===== config.mk =====
export PLATFORM = sky130hd
export DESIGN_NAME = gtc_timer
export DESIGN_NICKNAME = d
export VERILOG_FILES = /design/src/hdl/gtc_pkg.sv /design/src/hdl/gtc_timer.sv
export SDC_FILE = /design/constraint.sdc
export NUM_CORES = 1
export LEC_CHECK = 0
export BUFFER_PORTS_ARGS = -buffer_cell sky130_fd_sc_hd__buf_2
export CORE_MARGIN = 10
export CORE_UTILIZATION = 45
export DETAILED_ROUTE_END_ITERATION = 6
export GPL_TIMING_DRIVEN = 0
export PLACE_DENSITY = 0.7
export SYNTH_ARGS = -nofsm -noshare
export SYNTH_HDL_FRONTEND = slang
export SYNTH_SLANG_ARGS = --single-unit

===== constraint.sdc =====
create_clock -name i_mclk -period 6.4 [get_ports i_mclk]
set_input_delay 0.32 -clock i_mclk [delete_from_list [all_inputs] [get_ports i_mclk]]
set_output_delay 0.32 -clock i_mclk [all_outputs]
set_load 0.01 [all_outputs]

===== src/hdl/gtc_pkg.sv =====
// Constants for the gated 16-bit timer/counter
package gtc_pkg;
	// ==========================================
	// Register byte addresses (Wishbone, one word each)
	localparam logic [3:0] ADDR_COUNT_LOW = 4'h0;
	localparam logic [3:0] ADDR_COUNT_HIGH = 4'h4;
	localparam logic [3:0] ADDR_COUNTER_CONTROL = 4'h8;
	localparam logic [3:0] ADDR_GATE_CONTROL = 4'hC;
	// ==========================================
	// Counter control fields
	localparam int CC_ON_BIT = 0;
	localparam int CC_SYNC_DIS_BIT = 2;
	localparam int CC_SECONDARY_OSCILLATOR_EN_BIT = 3;
	localparam int CC_PRESC_LSB = 4;
	localparam int CC_CS_LSB = 6;
	localparam logic [7:0] CC_WRITE_MASK = 8'hFD;
	// Gate control fields
	localparam int GC_GSS_LSB = 0;
	localparam int GC_GVAL_BIT = 2;
	localparam int GC_TOGGLE_BIT = 5;
	localparam int GC_POL_BIT = 6;
	localparam int GC_EN_BIT = 7;
	localparam int GC_OVF_FLAG_BIT = 3;
	localparam logic [7:0] GC_WRITE_MASK = 8'hE3;
	// ==========================================
	// Clock and gate source codes, last instruction divider step and count maximum
	localparam logic [1:0] CS_INSTR = 2'h0;
	localparam logic [1:0] CS_SYSCLK = 2'h1;
	localparam logic [1:0] CS_EXTERNAL = 2'h2;
	localparam logic [1:0] CS_LFOSC = 2'h3;
	localparam logic [1:0] GS_PIN = 2'h0;
	localparam logic [1:0] GS_TIMER_OVF = 2'h1;
	localparam logic [1:0] GS_CMP1 = 2'h2;
	localparam logic [1:0] GS_CMP2 = 2'h3;
	localparam logic [1:0] INSTR_DIV_LAST = 2'h3;
	localparam logic [15:0] COUNT_MAX = 16'hFFFF;
endpackage : gtc_pkg


===== src/hdl/gtc_timer.sv =====
// Gated 16-bit timer/counter with classic Wishbone register slave
`timescale 1ns/1ps

// Functional notes
// - 16-bit up counter read/written as two bytes; writes load counter directly.
// - Off when on bit clear; free run without gate enable; gated otherwise.
// - Source field: 11 low-freq osc, 10 external, 01 system, 00 instruction clock.
// - Internal sources count prescaled clocks; system clock gives four per instruction.
// - External source counts rising edges, synchronized or asynchronous.
// - Counter mode needs a falling edge before first counted rising edge.
// - Prescale 1,2,4,8; prescale counter hidden, cleared on any count write.
// - Oscillator enable bit starts the crystal oscillator; it keeps running in sleep.
// - Sync-disable counts external input unsynchronized; runs in sleep, overflow wakes.
// - Sync/async switching may lose or add one increment.
// - Byte reads while counting asynchronously return valid values.
// - Gated mode counts only while gate active, otherwise holds.
// - Polarity 0 counts gate low, 1 counts gate high, all sources.
// - Gate source: 00 pin, 01 timer overflow, 10 comparator 1, 11 comparator 2.
// - Other timer wrap makes a rising pulse into the gate logic.
// - Comparator gate source selectable synchronized or asynchronous.
// - Toggle mode routes gate through flip-flop toggling on each incrementing edge.
// - Toggle flip-flop cleared and held clear while toggle mode off.
// - Wrap from FFFFh to 0000h sets overflow flag; software clears it.
// - Clearing on bit stops counting and clears gate flip-flop.
// - Internal sources ignore the sync control bit.
// - External source: oscillator enable clear picks pin, set picks secondary oscillator.
module gtc_timer (
	input wire logic i_mclk, // System clock, 200 MHz
	input wire logic i_rst, // Async reset, active high
	input wire logic i_wb_cyc, // Wishbone cycle
	input wire logic i_wb_stb, // Wishbone strobe
	input wire logic i_wb_we, // Wishbone write enable
	input wire logic [3:0] i_wb_adr, // Wishbone byte address
	input wire logic [3:0] i_wb_sel, // Wishbone byte selects
	input wire logic [31:0] i_wb_dat, // Wishbone write data
	output logic [31:0] o_wb_dat, // Wishbone read data
	output logic o_wb_ack, // Wishbone acknowledge
	input wire logic i_ext_clock_input, // External count clock pin
	input wire logic i_secondary_oscillator, // Secondary oscillator clock
	input wire logic i_low_freq_internal_osc, // Low-frequency internal osc clock
	input wire logic i_gate_input_pin, // Gate pin
	input wire logic i_other_8bit_timer_wrap, // Other timer wrap pulse
	input wire logic i_cmp1_out, // Comparator 1 output
	input wire logic i_cmp2_out, // Comparator 2 output
	input wire logic i_cmp1_sync_sel, // Comparator 1 synchronized when high
	input wire logic i_cmp2_sync_sel, // Comparator 2 synchronized when high
	output logic o_secondary_osc_enable, // Crystal oscillator run request
	output logic [15:0] o_count, // Counter value
	output logic o_overflow_flag // Overflow flag
);
	typedef struct packed {
		logic [15:0] count;
		logic [2:0] presc;
		logic [1:0] instr_div;
		logic [7:0] cc;
		logic [7:0] gc;
		logic ovf;
		logic toggle;
		logic armed;
		logic [1:0] ext_sync;
		logic [1:0] gate_sync;
		logic [1:0] lf_sync;
		logic ext_prev;
		logic lf_prev;
		logic gate_prev;
		logic ack;
		logic [31:0] rdata;
	} gtc_state_t;

	gtc_state_t cur_ff;
	gtc_state_t nxt_cur;

	logic [1:0] cs;
	logic ext_raw;
	logic ext_lvl;
	logic ext_rise;
	logic ext_fall;
	logic lf_rise;
	logic tick;
	logic presc_done;
	logic [2:0] presc_limit;
	logic gate_src;
	logic gate_lvl;
	logic gate_active;
	logic gate_rise;
	logic run;
	logic inc;
	logic bus_req;
	logic wr_count;
	logic [7:0] wb_byte;

	// ==========================================
	// Source selection and edge detection
	always_comb
	begin
		cs = cur_ff.cc[gtc_pkg::CC_CS_LSB +: 2];
		ext_raw = cur_ff.cc[gtc_pkg::CC_SECONDARY_OSCILLATOR_EN_BIT] ? i_secondary_oscillator : i_ext_clock_input;
		// unsynchronized when sync disabled; second stage only otherwise
		ext_lvl = cur_ff.cc[gtc_pkg::CC_SYNC_DIS_BIT] ? ext_raw : cur_ff.ext_sync[1];
		ext_rise = ext_lvl && !cur_ff.ext_prev;
		ext_fall = !ext_lvl && cur_ff.ext_prev;
		lf_rise = cur_ff.lf_sync[1] && !cur_ff.lf_prev;
		// source decode; internal sources ignore sync bit
		unique case (cs)
			gtc_pkg::CS_INSTR: tick = (cur_ff.instr_div == gtc_pkg::INSTR_DIV_LAST);
			// full rate gives four counts per instruction
			gtc_pkg::CS_SYSCLK: tick = 1'b1;
			// rising edges; only once armed by a falling edge
			gtc_pkg::CS_EXTERNAL: tick = ext_rise && cur_ff.armed;
			gtc_pkg::CS_LFOSC: tick = lf_rise;
		endcase
		// prescale 1,2,4,8
		// Three-bit count so that divide by eight has room to wrap
		presc_limit = 3'((4'h1 << cur_ff.cc[gtc_pkg::CC_PRESC_LSB +: 2]) - 4'h1);
		presc_done = (cur_ff.presc == presc_limit);
		// gate source; wrap pulse; comparator sync choice
		unique case (cur_ff.gc[gtc_pkg::GC_GSS_LSB +: 2])
			gtc_pkg::GS_PIN: gate_src = cur_ff.gate_sync[1];
			gtc_pkg::GS_TIMER_OVF: gate_src = i_other_8bit_timer_wrap;
			gtc_pkg::GS_CMP1: gate_src = i_cmp1_sync_sel ? cur_ff.gate_sync[1] : i_cmp1_out;
			gtc_pkg::GS_CMP2: gate_src = i_cmp2_sync_sel ? cur_ff.gate_sync[1] : i_cmp2_out;
		endcase
		gate_lvl = cur_ff.gc[gtc_pkg::GC_POL_BIT] ? gate_src : !gate_src;
		gate_rise = gate_lvl && !cur_ff.gate_prev;
		// toggle flip-flop stands in for the gate level
		gate_active = cur_ff.gc[gtc_pkg::GC_TOGGLE_BIT] ? cur_ff.toggle : gate_lvl;
		// enable table; hold while gate inactive
		run = cur_ff.cc[gtc_pkg::CC_ON_BIT] && (!cur_ff.gc[gtc_pkg::GC_EN_BIT] || gate_active);
		bus_req = i_wb_cyc && i_wb_stb && !cur_ff.ack;
		wr_count = bus_req && i_wb_we && i_wb_sel[0] &&
			(i_wb_adr == gtc_pkg::ADDR_COUNT_LOW || i_wb_adr == gtc_pkg::ADDR_COUNT_HIGH);
		inc = run && tick && presc_done && !wr_count;
		wb_byte = i_wb_dat[7:0];
	end

	// ==========================================
	// Next state
	always_comb
	begin
		nxt_cur = cur_ff;
		nxt_cur.ext_sync = {cur_ff.ext_sync[0], ext_raw};
		nxt_cur.lf_sync = {cur_ff.lf_sync[0], i_low_freq_internal_osc};
		nxt_cur.gate_sync = {cur_ff.gate_sync[0],
			(cur_ff.gc[gtc_pkg::GC_GSS_LSB +: 2] == gtc_pkg::GS_CMP1) ? i_cmp1_out :
			(cur_ff.gc[gtc_pkg::GC_GSS_LSB +: 2] == gtc_pkg::GS_CMP2) ? i_cmp2_out : i_gate_input_pin};
		nxt_cur.ext_prev = ext_lvl;
		nxt_cur.lf_prev = cur_ff.lf_sync[1];
		nxt_cur.gate_prev = gate_lvl;
		nxt_cur.instr_div = cur_ff.instr_div + 2'h1;
		if (ext_fall)
			nxt_cur.armed = 1'b1;
		if (run && tick)
			nxt_cur.presc = presc_done ? 3'h0 : cur_ff.presc + 3'h1;
		// count advance; switching sync mode may slip one edge
		if (inc)
			nxt_cur.count = cur_ff.count + 16'h0001;
		// flag on wrap, set wins over a software clear below
		// toggle on each incrementing gate edge
		if (gate_rise)
			nxt_cur.toggle = !cur_ff.toggle;
		// ==========================================
		// Wishbone slave: one-cycle answer, ack drops the next cycle
		nxt_cur.ack = bus_req;
		nxt_cur.rdata = 32'h0000_0000;
		if (bus_req && !i_wb_we)
		begin
			// reads come from registered state, except the gate value bit, which shows live gate_active
			unique case (i_wb_adr)
				gtc_pkg::ADDR_COUNT_LOW: nxt_cur.rdata = {24'h000000, cur_ff.count[7:0]};
				gtc_pkg::ADDR_COUNT_HIGH: nxt_cur.rdata = {24'h000000, cur_ff.count[15:8]};
				gtc_pkg::ADDR_COUNTER_CONTROL: nxt_cur.rdata = {24'h000000, cur_ff.cc};
				gtc_pkg::ADDR_GATE_CONTROL: nxt_cur.rdata = {24'h000000, cur_ff.gc[7:4],
					cur_ff.ovf, gate_active, cur_ff.gc[1:0]};
				default: nxt_cur.rdata = 32'h0000_0000;
			endcase
		end
		if (bus_req && i_wb_we && i_wb_sel[0])
		begin
			unique case (i_wb_adr)
				gtc_pkg::ADDR_COUNT_LOW:
				begin
					// direct load; prescaler clear; re-arm; contention left to software
					nxt_cur.count[7:0] = wb_byte;
					nxt_cur.presc = 3'h0;
					nxt_cur.armed = 1'b0;
				end
				gtc_pkg::ADDR_COUNT_HIGH:
				begin
					nxt_cur.count[15:8] = wb_byte;
					nxt_cur.presc = 3'h0;
					nxt_cur.armed = 1'b0;
				end
				gtc_pkg::ADDR_COUNTER_CONTROL:
				begin
					// oscillator enable bit stored here; settle wait is software's
					nxt_cur.cc = wb_byte & gtc_pkg::CC_WRITE_MASK;
					if (!wb_byte[gtc_pkg::CC_ON_BIT])
						nxt_cur.armed = 1'b0;
				end
				gtc_pkg::ADDR_GATE_CONTROL:
				begin
					// polarity and toggle in one write is software's hazard
					nxt_cur.gc = wb_byte & gtc_pkg::GC_WRITE_MASK;
					if (!wb_byte[gtc_pkg::GC_OVF_FLAG_BIT])
						nxt_cur.ovf = 1'b0;
				end
				default: nxt_cur.cc = cur_ff.cc;
			endcase
		end
		// wrap sets flag, winning over a clear
		if (inc && cur_ff.count == gtc_pkg::COUNT_MAX)
			nxt_cur.ovf = 1'b1;
		// toggle held clear; off clears gate flip-flop
		if (!nxt_cur.gc[gtc_pkg::GC_TOGGLE_BIT] || !nxt_cur.cc[gtc_pkg::CC_ON_BIT])
			nxt_cur.toggle = 1'b0;
		if (!nxt_cur.cc[gtc_pkg::CC_ON_BIT])
			nxt_cur.armed = 1'b0;
	end

	always_ff @(posedge i_mclk or posedge i_rst)
	begin
		if (i_rst)
			cur_ff <= '0;
		else
			cur_ff <= nxt_cur;
	end

	// ==========================================
	// Outputs
	assign o_wb_ack = cur_ff.ack;
	assign o_wb_dat = cur_ff.rdata;
	assign o_count = cur_ff.count;
	assign o_overflow_flag = cur_ff.ovf;
	// oscillator request, kept through sleep by its own domain
	assign o_secondary_osc_enable = cur_ff.cc[gtc_pkg::CC_SECONDARY_OSCILLATOR_EN_BIT];
endmodule : gtc_timer


== Word-level counts from Yosys, hierarchy flattened ==
Index checks and enable logic that the tools add are counted.
Storage, ports and cells
  register bits: 78
  input bits: 54
  output and inout bits: 51
  logic and storage cells: 108
Cells by class
  add/subtract/negate cells: 4
  eq/ne operators: 13
  shifts and indexed selects: 1
  multiplexer cells: 31
  reduce and logical (&&, ||, !) cells: 41
Operators by type and width (number)
  $pmux W8 S4: 1
  $mux W8: 3
  $mux W19: 1
  $mux W1: 17
  $add A16 B1 Y16 const B: 1
  $eq A16 B16 Y1 const B: 1
  $logic_and A1 B1 Y1: 16
  $mux W16: 1
  $logic_not A1 Y1: 12
  $eq A2 B2 Y1 const B: 5
  $mux W10: 1
  $mux W3: 3
  $mux W9: 1
  $eq A4 B4 Y1 const B: 2
  $pmux W1 S4: 2
  $reduce_bool A2 Y1: 3
  $eq A2 B1 Y1 const B: 2
  $eq A4 B3 Y1 const B: 1
  $logic_not A2 Y1: 2
  $logic_not A4 Y1: 1
  $reduce_and A2 Y1: 2
  $add A3 B1 Y3 const B: 1
  $eq A3 B3 Y1: 1
  $logic_or A1 B1 Y1: 3
  7 further kinds: 7

== Longest topological paths before layout ==
  depth after elaboration: 13
  gate-level depth with buffers: 9
  mapped depth without buffers: 7

== Worst setup path after synthesis ==
OpenSTA, ideal clock, no wires.
  kind: register -> register
  start point: register cur_ff[46] (netlist name)
  end point: register cur_ff, in the netlist o_count[1]
  setup time: 0.123 ns
  data arrival time: 2.125 ns
  data required time: 6.277 ns
  setup slack: 4.152 ns
  stages on the path, launching flop included: 9
  buffers on the path: 2
  clock period less this slack: 2.248 ns
  path through: dfrtp_1 > clkbuf_1 > nor2b_1 > mux2_2 > o31a_1 > and4_1 > buf_2 > or3_1 > o221a_2
RTL lines
  from (decl): line gtc_timer.sv:70  | gtc_state_t cur_ff;
  from (signal assigned): line gtc_timer.sv:225  | cur_ff <= nxt_cur;

==> results.toml <==
[place]
dp.final_hpwl_um = 6353
dpl_cell_area_sq_um = 3769
pre_cts_ws_ps = 3930
place_congestion = 0.8694
dp_cells = 512
portBuffers = 51

[finish]
layout.filler_cells = 660
instances_no_fill = 520
antenna_cells = 0
final_nets = 477
drive_gt1_share_pct = 32.78
final_cell_mix = "buf_2, dfrtp_1, buf_4"
final_cell_area_sq_um = 3875
area_growth_pct = 18.03

[clock_tree]
cts_buffer_depth = 2
cts_hold_buf = 0
cts_buffers = 5
cts_resized = 0
cts_root_buf = "clkbuf_8"
postCtsSetupBuffers = 0
cts.sinks = 54
htreeDepth = 2
clk_pin_slew_ps = 90
tritoncts = "built"
clock_latency_ps = 300

[synthesis]
syn_area_sq_um = 3283
synth_flop_cell = "dfrtp_1"
synth_fa_ha_area_share_pct = 1.143
ys_async_sr_fraction_pct = 100.0
synth_cell_types = 52
yosys_warnings = 0
synth-xor-area-share_pct = 0.5335
synth_top_family_by_area = "simple AND/OR/NAND/NOR gates"
yosysSeqAreaShare_pct = 41.16
synth_compound_area_share_pct = 10.79
synth_seq_cells = 54
netlist.area_leader.share_pct = 41.16
synth_mux_area_share_pct = 11.32
avgSynthCellArea_sq_um = 9.713
synth.area.top_cells = "dfrtp_1, buf_4, mux2_2, mux4_2, nor2_1"
synth_cells = 338
synth-edff-count = 0
synth_largest_area_cell = "dfrtp_1"
synth_simple_gate_area_share_pct = 21.00

[sta]
fin_hold_ws_ps = 31.95
slew_violations = 0
fmax_ghz = 0.4028
min_period_ps = 2483
setup_tns_ps = 0
finalHoldViolations = 0
rsz0062_at_grt = "false"
fin_ws_ps = 3917
timing.final.crit_share_pct = 38.79
setup_viol = 0
relSlewSlack_pct = 53.37
tightest_slew_ps = 693.7
finalClockSkew_ps = 10.20

[floorplan]
io_pins = 105
core_sq_um = 7176
die_w_um = 105.4
num_rows = 31
dieArea_sq_um = 11110
die_y_um = 105.4
initial_utilization_pct = 45.75

[global_routing]
track_usage_pct = 14.46
grt_pass1_wl_um = 13390
grt_max_degree = 34
antenna_found_initial = 0
grt_pass1_vias = 2753
grt_overflow = 0

[detailed_routing]
drc = 0
wirelength_um = 8006
first_iter_violations = 100
routed_via_density = 5.121
via_count = 2663
dr.pass1.iters = 5
wl_per_cell_um = 15.40
antenna_left = 0

[power_and_ir_drop]
powerDensity_nw_per_um2 = 206.2
ir_drop_uv = 85.80
p_leak_nw = 1.915

[flow_run]
maxCapViolCount = 0

[critical_path]
crit_chain = "clkbuf_1, nor2b_1, mux2_2, o31a_1, and4_1, buf_2, or3_1, o221a_2"
critPathBufInv = 2
cp-start-kind = "register"
timing_worst_setup_path_type = "reg2reg"
critical_path.max_fanout = 8
cp_slowest_cell = "mux2_2"
arrival_ps = 2680
slowest_delay_ps = 400
end_kind = "register"
required_ps = 6600
path_delay_family = "simple AND/OR/NAND/NOR gates"

[hold_path]
hold_class = "in2async"

[outcome]
outcome = "finished clean"
==> cell usage after synthesis, types with 4 or more instances <==
cell type  count
dfrtp_1       54
buf_4         48
nor2_1        29
nand2_1       25
mux2_2        15
nand3_1       14
a31oi_1       12
o21ai_0       11
clkbuf_1       9
mux2i_1        9
inv_1          8
nor3_1         8
nor2b_1        7
or3_1          7
and3_1         6
and2_1         5
mux4_2         5
nand4b_1       5
a21oi_1        4
nand3b_1       4
==> flip-flops by register name, indices dropped and copies added, names as in the netlist <==
signal and cells:
cs 2, cur_ff 25, o_count 16, o_overflow_flag 1, o_secondary_osc_enable 1, o_wb_ack 1
o_wb_dat 8
==> through the flow <==
stage | total power, W | util, %
2_1_floorplan | 0.0005249 | -
3_3_place_gp | 0.0005760 | 52.24
6_report | 0.0007991 | 54.00
3_5_place_dp | 0.0005818 | 52.52
5_1_grt | 0.0008443 | 54.00
4_1_cts | 0.0008063 | 54.00
==> power by group <==
group          switching (W)  total [W]  internal, W  leakage [nW]
logic              0.0000829   0.000176    0.0000930          1.17
clock network       0.000107   0.000224     0.000117        0.0524
registers          0.0000326   0.000399     0.000367         0.696
==> routing by layer <==
metal	up-vias	share of wire, %	track usage (%)	wire, um
met5	-	0	0	0
met4	0	2.0	5.784	162
met3	13	7.3	3.776	586
met2	78	51	24.84	4072
met1	1280	40	16.77	3185
li1	1292	-	-	-
==> path summary, 6_finish.rpt <==
path                                              start          to  slack (ps)  cells past startpoint
max in group asynchronous                         i_rst  cur_ff[55]        5830                      3
worst max register to register               cur_ff[46]  o_count[1]        3920                      8
worst min-delay path                              i_rst  cur_ff[61]          30                      2
worst max-delay path                         cur_ff[46]  o_count[1]        3920                      8
worst min register to register               cur_ff[38]  cur_ff[39]         360                      0
min in group i_mclk             i_low_freq_internal_osc  cur_ff[36]         120                      1
==> final cells by class <==
class                      instances  area [sq um]  area share [%]
multi-input combinational        236          1560           40.26
clock inverter                     1         30.03          0.7749
sequential                        54          1351           34.87
tap                               99         123.9           3.197
inverter                           8         30.03          0.7749
timing repair buffer              52         275.3           7.104
buffer                            63         427.9           11.04
clock buffer                       7         76.32           1.970
==> kinds of logic (layout without fill, tap and decap cells) <==
kind of cell,Yosys count,after routing
muxes,29,29
and+or+nand+nor,128,128
DFF,54,54
xor gates and xnor gates,2,2
AOI/OAI and AO/OA,50,50
other,1,24
buffers and inverters,71,131
adders and majority gates,3,3
Power figures use the tool's default switching activity.
